===== config.mk =====
export PLATFORM = sky130hd
export DESIGN_NAME = aaw_area_timing
export DESIGN_NICKNAME = d
export VERILOG_FILES = /design/src/rtl/aaw_pkg.sv /design/src/rtl/aaw_area_timing.sv /design/src/rtl/aaw_cnt.sv
export SDC_FILE = /design/constraint.sdc
export NUM_CORES = 1
export LEC_CHECK = 0
export BUFFER_PORTS_ARGS = -buffer_cell sky130_fd_sc_hd__buf_2
export CAP_MARGIN = 40
export CORE_MARGIN = 5
export CORE_UTILIZATION = 43
export DETAILED_ROUTE_END_ITERATION = 7
export PLACE_DENSITY = 0.77
export SLEW_MARGIN = 15
export SYNTH_ARGS = -nofsm -noshare
export SYNTH_HDL_FRONTEND = slang
export SYNTH_HIERARCHICAL = 1
export SYNTH_SLANG_ARGS = --single-unit

===== constraint.sdc =====
create_clock -name pclk -period 2.29 [get_ports pclk]
set_input_delay 0.229 -clock pclk [delete_from_list [all_inputs] [get_ports pclk]]
set_output_delay 0.229 -clock pclk [all_outputs]
set_load 0.005 [all_outputs]

===== src/rtl/aaw_pkg.sv =====
// Purpose: constants for the area 5A access wait timing block
// Assumes: 32-bit APB, 100 MHz pclk, one register word per offset
// Notes:
package aaw_pkg;
   localparam logic [11:0] ADDR_WCR = 12'h000;
   localparam logic [11:0] ADDR_STAT = 12'h004;
   localparam logic [31:0] WCR_RESET = 32'h0000_0500;
   localparam logic [31:0] WCR_WMASK = 32'h0007_1FC3;
   localparam int WW_LSB = 16;
   localparam int SW_LSB = 11;
   localparam int WR_LSB = 7;
   localparam int WM_BIT = 6;
   localparam int HW_LSB = 0;
   localparam int STAT_BUSY_BIT = 0;
   localparam int STAT_STRETCH_BIT = 1;
   // forbidden codes fall back to the longest legal wait
   localparam logic [4:0] RD_WAIT_TAB [0:15] = '{
      5'h00, 5'h01, 5'h02, 5'h03, 5'h04, 5'h05, 5'h06, 5'h08,
      5'h0A, 5'h0C, 5'h0E, 5'h12, 5'h18, 5'h18, 5'h18, 5'h18};
   typedef enum logic [1:0] {
      AAW_IDLE = 2'b00,
      AAW_SETUP = 2'b01,
      AAW_STROBE = 2'b11,
      AAW_HOLD = 2'b10
   } aaw_state_e;
endpackage


===== src/rtl/aaw_area_timing.sv =====
// Purpose: area 5A external access sequencer with APB wait control register
// Assumes: ext_wait_n and data_in synchronous to pclk; one access at a time
// Notes: strobes leave through falling-edge flops for half-cycle timing
//
// Chosen here: the placing of the registers and register access over APB.
`timescale 1ns/10ps
module aaw_area_timing
   import aaw_pkg::*;
#(
   parameter int AW = 24,
   parameter int DW = 16
)
(
   // clock and reset
   input wire logic pclk,
   input wire logic presetn,
   // apb slave
   input wire logic psel,
   input wire logic penable,
   input wire logic pwrite,
   input wire logic [11:0] paddr,
   input wire logic [31:0] pwdata,
   output logic [31:0] prdata,
   output logic pready,
   output logic pslverr,
   // internal access request
   input wire logic acc_req,
   input wire logic acc_we,
   input wire logic [AW-1:0] acc_addr,
   input wire logic [DW-1:0] acc_wdata,
   output logic acc_done,
   output logic [DW-1:0] acc_rdata,
   // external pins
   output logic [AW-1:0] ext_addr,
   output logic area_chip_select_n,
   output logic rd_strobe_n,
   output logic wr_strobe_n,
   output logic [DW-1:0] data_out,
   output logic data_oe,
   input wire logic [DW-1:0] data_in,
   input wire logic ext_wait_n
);
   logic [31:0] wcr_r;
   logic [31:0] prdata_r;
   aaw_state_e state_r;
   logic cs_r;
   logic strobe_r;
   logic we_r;
   logic mask_r;
   logic [1:0] hold_r;
   logic [4:0] wait_r;
   logic stretch_r;
   logic done_r;
   logic rd_n_r;
   logic wr_n_r;
   logic cnt_load;
   logic [4:0] cnt_val;
   logic cnt_zero;
   logic [4:0] rd_wait;
   logic [4:0] wr_wait;
   logic [2:0] ww_code;
   logic [1:0] sw_code;
   logic held;
   logic setup_ph;
   logic access_ph;
   logic hit_wcr;
   logic hit_stat;

   assign setup_ph = psel && !penable;
   assign access_ph = psel && penable;
   assign hit_wcr = (paddr == ADDR_WCR);
   assign hit_stat = (paddr == ADDR_STAT);
   assign pready = 1'b1;
   assign pslverr = access_ph && !hit_wcr && !hit_stat;
   assign prdata = prdata_r;

   // only writable bits are stored, so reserved bits stay zero
   always_ff @(posedge pclk or negedge presetn)
   begin
      if (!presetn)
         wcr_r <= WCR_RESET;
      else if (access_ph && pwrite && hit_wcr)
         wcr_r <= pwdata & WCR_WMASK;
   end

   always_ff @(posedge pclk or negedge presetn)
   begin
      if (!presetn)
         prdata_r <= 32'h0000_0000;
      else if (setup_ph && !pwrite)
      begin
         prdata_r <= 32'h0000_0000;
         if (hit_wcr)
            prdata_r <= wcr_r & WCR_WMASK;
         else if (hit_stat)
         begin
            prdata_r[STAT_BUSY_BIT] <= (state_r != AAW_IDLE);
            prdata_r[STAT_STRETCH_BIT] <= stretch_r;
         end
      end
   end

   // wait decode from the live register, latched per access
   assign ww_code = wcr_r[WW_LSB +: 3];
   assign sw_code = wcr_r[SW_LSB +: 2];
   assign rd_wait = RD_WAIT_TAB[wcr_r[WR_LSB +: 4]];
   assign wr_wait = (ww_code == 3'h0) ? rd_wait
                    : {2'h0, 3'(ww_code - 3'h1)};
   // the strobe is held past its last wait cycle only when unmasked
   assign held = !mask_r && !ext_wait_n;

   always_comb
   begin
      cnt_load = 1'b0;
      cnt_val = 5'h00;
      unique case (state_r)
         AAW_IDLE:
         begin
            cnt_load = acc_req;
            if (sw_code == 2'h0)
               cnt_val = acc_we ? wr_wait : rd_wait;
            else
               cnt_val = {3'h0, 2'(sw_code - 2'h1)};
         end
         AAW_SETUP:
         begin
            cnt_load = cnt_zero;
            cnt_val = wait_r;
         end
         AAW_STROBE:
         begin
            cnt_load = cnt_zero && !held;
            cnt_val = {3'h0, hold_r};
         end
         AAW_HOLD:
         begin
            cnt_load = 1'b0;
            cnt_val = 5'h00;
         end
      endcase
   end

   aaw_cnt #(.W(5)) u_cnt (
      .pclk(pclk),
      .presetn(presetn),
      .load(cnt_load),
      .load_val(cnt_val),
      .count(),
      .zero(cnt_zero)
   );

   always_ff @(posedge pclk or negedge presetn)
   begin
      if (!presetn)
      begin
         state_r <= AAW_IDLE;
         cs_r <= 1'b0;
         strobe_r <= 1'b0;
         done_r <= 1'b0;
      end
      else
      begin
         done_r <= 1'b0;
         unique case (state_r)
            AAW_IDLE:
               if (acc_req)
               begin
                  cs_r <= 1'b1;
                  // code 00: strobe flop fires with cs, pin lags half
                  if (sw_code == 2'h0)
                  begin
                     strobe_r <= 1'b1;
                     state_r <= AAW_STROBE;
                  end
                  else
                     state_r <= AAW_SETUP;
               end
            AAW_SETUP:
               if (cnt_zero)
               begin
                  strobe_r <= 1'b1;
                  state_r <= AAW_STROBE;
               end
            AAW_STROBE:
               if (cnt_zero && !held)
               begin
                  strobe_r <= 1'b0;
                  state_r <= AAW_HOLD;
               end
            AAW_HOLD:
               if (cnt_zero)
               begin
                  cs_r <= 1'b0;
                  done_r <= 1'b1;
                  state_r <= AAW_IDLE;
               end
         endcase
      end
   end

   // per-access snapshot so register writes mid-access do no harm
   always_ff @(posedge pclk or negedge presetn)
   begin
      if (!presetn)
      begin
         we_r <= 1'b0;
         mask_r <= 1'b0;
         hold_r <= 2'h0;
         wait_r <= 5'h00;
         ext_addr <= '0;
         data_out <= '0;
         data_oe <= 1'b0;
      end
      else if (state_r == AAW_IDLE && acc_req)
      begin
         we_r <= acc_we;
         mask_r <= wcr_r[WM_BIT];
         hold_r <= wcr_r[HW_LSB +: 2];
         wait_r <= acc_we ? wr_wait : rd_wait;
         ext_addr <= acc_addr;
         data_out <= acc_wdata;
         data_oe <= acc_we;
      end
      else if (state_r == AAW_HOLD && cnt_zero)
         data_oe <= 1'b0;
   end

   always_ff @(posedge pclk or negedge presetn)
   begin
      if (!presetn)
      begin
         acc_rdata <= '0;
         stretch_r <= 1'b0;
      end
      else
      begin
         if (state_r == AAW_IDLE && acc_req)
            stretch_r <= 1'b0;
         else if (state_r == AAW_STROBE && cnt_zero && held)
            stretch_r <= 1'b1;
         if (state_r == AAW_STROBE && cnt_zero && !held && !we_r)
            acc_rdata <= data_in;
      end
   end

   // falling-edge retiming gives the half-cycle setup and hold offsets
   always_ff @(negedge pclk or negedge presetn)
   begin
      if (!presetn)
      begin
         rd_n_r <= 1'b1;
         wr_n_r <= 1'b1;
      end
      else
      begin
         rd_n_r <= !(strobe_r && !we_r);
         wr_n_r <= !(strobe_r && we_r);
      end
   end

   assign rd_strobe_n = rd_n_r;
   assign wr_strobe_n = wr_n_r;
   assign area_chip_select_n = !cs_r;
   assign acc_done = done_r;

   // checking helpers
   logic [2:0] cs_age_r;
   logic [2:0] hold_age_r;
   logic [5:0] strb_len_r;
   logic [31:0] snap_r;
   always_ff @(posedge pclk or negedge presetn)
   begin
      if (!presetn)
      begin
         cs_age_r <= 3'h0;
         hold_age_r <= 3'h0;
         strb_len_r <= 6'h00;
         snap_r <= 32'h0000_0000;
      end
      else
      begin
         cs_age_r <= (cs_r && cs_age_r != 3'h7) ? cs_age_r + 3'h1 : 3'h0;
         hold_age_r <= (cs_r && !strobe_r) ? hold_age_r + 3'h1 : 3'h0;
         strb_len_r <= strobe_r ? strb_len_r + 6'h01 : 6'h00;
         if (state_r == AAW_IDLE && acc_req)
            snap_r <= wcr_r;
      end
   end

   logic [4:0] snap_rd;
   logic [2:0] snap_ww;
   assign snap_rd = RD_WAIT_TAB[snap_r[WR_LSB +: 4]];
   assign snap_ww = snap_r[WW_LSB +: 3];
endmodule // aaw_area_timing


===== src/rtl/aaw_cnt.sv =====
// Purpose: loadable down counter used for setup, wait and hold phases
// Assumes: pclk domain, asynchronous active-low reset
// Notes: holds at zero, load wins over count
`timescale 1ns/10ps
module aaw_cnt #(
   parameter int W = 5
)
(
   // clock and reset
   input wire logic pclk,
   input wire logic presetn,
   // control
   input wire logic load,
   input wire logic [W-1:0] load_val,
   // state
   output logic [W-1:0] count,
   output logic zero
);
   always_ff @(posedge pclk or negedge presetn)
   begin
      if (!presetn)
         count <= '0;
      else if (load)
         count <= load_val;
      else if (count != '0)
         count <= count - 1'b1;
   end

   assign zero = (count == '0);
endmodule // aaw_cnt


* Yosys cells after proc, flatten, opt, wreduce, memory -nomap -nowiden *
Memory sizes are Yosys's and may differ from the RTL's.
Index checks and enable logic that the tools add are counted.

operators by class
  add/subtract/negate cells = 3
  multiply operators = 0
  div/mod/pow operators = 0
  order comparisons = 1
  eq/ne operators = 9
  shift operators = 0
  mux-type cells = 32
  bitwise logic cells = 1
  reductions and logical operators = 43

operators with widths
  kind                 number
  $mux 5               7
  $pmux 5 s4           1
  $logic_and 1x1->1    17
  $mux 17              1
  $mux 2               7
  $eq 12x3->1 const B  1
  $logic_not 12->1     1
  $mux 1               12
  $logic_not 1->1      11
  $ne 2x2->1 const B   5
  $reduce_bool 2->1    5
  $pmux 2 s4           1
  $ge 5x5->1 const B   1
  $logic_not 5->1      1
  $not 4->5            1
  $reduce_and 5->1     1
  $reduce_bool 5->1    1
  $sub 5x1->5 const B  1
  $eq 2x2->1 const B   2
  $logic_not 2->1      2
  $pmux 1 s4           1
  $reduce_and 4->1     1
  $logic_not 3->1      1
  $pmux 1 s3           1
  6 further kinds      6

storage, ports and cells
  flip-flop bits (word level) = 123
  latch bits = 0
  memory bits (writable) = 0
  ROM bits = 80
  input port bits = 108
  output and inout port bits = 95
  word-level logic and storage cells = 108
  memories kept = 1

memories
  memory            words  width  rd ports  clocked after Yosys merged registers in  write ports  line                    source
  (name not given)  16     5      1         0                                        0            aaw_area_timing.sv:106  assign rd_wait = RD_WAIT_TAB[wcr_r[WR_LSB +: 4]];

* Logic depth before layout (Yosys ltp) *
  depth after elaboration = 9
  mapped depth = 9
  depth with buffers taken out = 8

* Cells and area by module *
The synthesis kept the hierarchy.

modules (own cells, without submodules)
  module           instances  cells each  area an instance (µm²)  seq. area each (µm²)
  aaw_area_timing  1          412         4295.4                  2457.4
  aaw_cnt          1          27          279.0                   125.1

==> results.md <==
- Status: finished, violations left
- Failing checks: setup timing
- Worst path top cell family by delay: flip-flops
- Grt total ovfl: 0
- Tot GR Track Use: 16.30%
- Skew-Pair Late Insertion Delay: 0.39 ns
- Initial antenna violation count: 1
- Final setup vio count: 2
- Hold EP: ext_addr[10]
- DR top layer: met5
- Nature of the critical path startpoint: flip-flop
- Worst Hold Class: input pin to flip-flop
- Drt first-iter violations: 200
- Routed wl met3: 712 um
- I/O Buffers: 161
- DR WL/cell: 13.89 um
- Initial Utilization: 44.11%
- CP cell instances: buf_2
- Post-synthesis cell count: 439
- Total wire length: 10.32 mm
- Yosys warns: 6
- Worst R2R Setup Slack: 0.20 ns
- Hold Fails Final Rpt: 0
- Core footprint: 0.01037 mm2
- Crit-path max cell delay: 0.51 ns
- Met2 wire len: 5.209 mm
- Clk slew on worst S/H paths: 0.11 ns
- CTS H-tree lvls: 3
- Layout Nets: 716
- Vias in the first global route: 3,561
- CTS Buf Count: 9
- Antenna viol nets, final: 0
- FF+latch count, synth: 103
- Clk_skew: 0.04588 ns
- Die Width: 113.1 um
- Worst reg2reg startpoint: u_cnt/count[1]
- Final setup margin: -0.08340 ns
- Max-Cap Viols: 0
- Max-slew violations: 0
- Die area: 0.01280 mm2
- Io pins: 203
- Post-synth EDFFs: 0
- Worst Path Arrival: 2.14 ns
- R2R depth: 8
- Std-Cell Rows: 37
- Core Util, Final: 55.49%
- Post-synth cell types: 46
- Vias: 3,528
- DRC viols: 0
- Most frequent cells in the layout: nand2_1, buf_2, dfrtp_1, mux2_2, conb_1
- Fillers: 961
- Share of cells above drive strength 1: 39.21%
- Sequential-to-total area share from yosys stat: 56.46%
- HP Start: acc_addr[10]
- Routability cong.: 0.8279
- CTS tree: built
- Pwr Density: 1033 mW/mm2
- Met1 Wirelength: 4.274 mm
- Post-Syn Area: 0.004574 mm2
- Worst-path fanout max: 1
- WP buf/inv: 1
- CP endpoint kind: output port
- Type of the worst setup path: flip-flop to output port
- Ys async rst share: 100.0%
- Drt first pass iters: 5
- Vias per inst: 4.748
- P_leak: 0.003121 uW
- Largest net degree at the start of global routing: 69
- P&R area growth vs syn: 25.79%
- Setup TNS Final: -0.1465 ns
- Die Ht: 113.1 um
- Setup bufs post-CTS: 0
- Diode count: 0
- CP max-delay cell: dfstp_2
- Worst vdd ir: 0.5124 mV
- Clock Tree Buf Depth: 2
- Mean post-synth cell area: 10.42 um2
- RSZ-0062 raised after global routing: yes
- Root buffer cell: clkbuf_8
- First-pass GRT wire length: 16.98 mm
- Worst Hold Path Cells: 3
- DP HPWL: 7.679 mm
- Top FF cell, synth: dfrtp_1
- Worst path required time: 2.06 ns
- Worst r2r dst: acc_rdata[1]
- CTS sink cnt: 103
Yosys cell counts (4+ instances only):
cell type | instances | area (um2)
ha_1 | 6 | 75.07
nand2_1 | 160 | 600.6
o21ai_0 | 12 | 60.06
inv_1 | 9 | 33.78
dfrtp_1 | 99 | 2477
clkbuf_1 | 15 | 56.30
xnor2_1 | 4 | 35.03
a22o_1 | 11 | 96.34
nor2_1 | 10 | 37.54
buf_4 | 22 | 165.2
mux2_2 | 24 | 270.3
mux2_4 | 10 | 150.1
dfstp_2 | 4 | 105.1
o31ai_1 | 5 | 37.54
nand2b_1 | 4 | 25.02
layout make-up:
type / instances / area, um2 / area share, %
Clock buffer: 10 / 137.6 / 2.392
Clock inverter: 8 / 80.08 / 1.392
Inverter: 8 / 30.03 / 0.5219
Multi-Input combinational cell: 305 / 1802 / 31.31
Sequential cell: 103 / 2582 / 44.88
Tap cell: 136 / 170.2 / 2.957
Timing Repair Buffer: 173 / 952.2 / 16.55
state kept, by name (all words and copies together), names as in the netlist:
| name | count |
|---|---|
| acc_done | 1 |
| acc_rdata | 16 |
| cs_r | 1 |
| data_oe | 1 |
| data_out | 16 |
| ext_addr | 24 |
| hold_r | 2 |
| mask_r | 1 |
| prdata | 12 |
| rd_strobe_n | 1 |
| state_r | 2 |
| stretch_r | 1 |
| strobe_r | 1 |
| u_cnt/count | 5 |
| wait_r | 5 |
| wcr_r | 12 |
| we_r | 1 |
| wr_strobe_n | 1 |
what timing repair did:
item                       in CTS  in global routing
hold buffers                    1                  0
gates resized for setup         0                  1
setup endpoints to repair       2                  2
hold endpoints to repair       33                  0
gates cloned                    0                  0
worst register-to-register path, cell delays in order, from the launching register on:
cell and delay, ns:
dfrtp_1 0.39, inv_1 0.11, ha_4 0.16, nor4b_4 0.21, nand2_1 0.10, or2_4 0.26, nor3b_4 0.23, buf_12 0.18
mux2_2 0.34
metrics by stage:
step | instances | hold WS (ns) | setup slack (ns) | instance area [um2] | power [uW]
after floorplan | 458 | -0.06659 | 0.01191 | 4664 | 3860
after global placement | 724 | 0.2965 | 0.2636 | 5497 | 4699
after detailed placement | 724 | 0.3185 | 0.2059 | 5497 | 4809
after CTS | 742 | 0.02684 | -0.1073 | 5720 | 6033
after global routing | 743 | 0.02864 | -0.1237 | 5754 | 6434
final | 743 | 0.04940 | -0.08340 | 5754 | 5947
kinds of logic after synthesis:
group / after synthesis / share of synthesized area, %
xor gates and xnor gates: 4 / 0.7658
AOI/OAI and AO/OA: 44 / 6.784
other: 2 / 0.1642
DFF: 103 / 56.46
and+or+nand+nor: 194 / 18.46
buffers and inverters: 50 / 6.099
adders and majority gates: 6 / 1.641
muxes: 36 / 9.628
worst max-delay path by stage:
stage,startpoint,to,slack (ns),cells past startpoint
4_1_cts,wr_strobe_n,wr_strobe_n,-0.11,1
3_5_place_dp,u_cnt/count[1],acc_rdata[10],0.21,8
2_1_floorplan,u_cnt/count[1],acc_rdata[10],0.01,8
3_3_place_gp,u_cnt/count[1],acc_rdata[8],0.26,8
5_1_grt,wr_strobe_n,wr_strobe_n,-0.12,1
6_report,wr_strobe_n,wr_strobe_n,-0.08,1
report_power, final:
group          internal, uW  switching, uW
clock network           556            649
logic                   982            965
registers              2450            347
layer usage:
| metal | up-vias | track usage (%) |
|---|---|---|
| li1 | 1731 | - |
| met1 | 1672 | 20.39 |
| met2 | 114 | 27.80 |
| met3 | 9 | 3.957 |
| met4 | 2 | 5.288 |
| met5 | - | 0 |
Note: power is estimated with default switching activity, not from simulation.
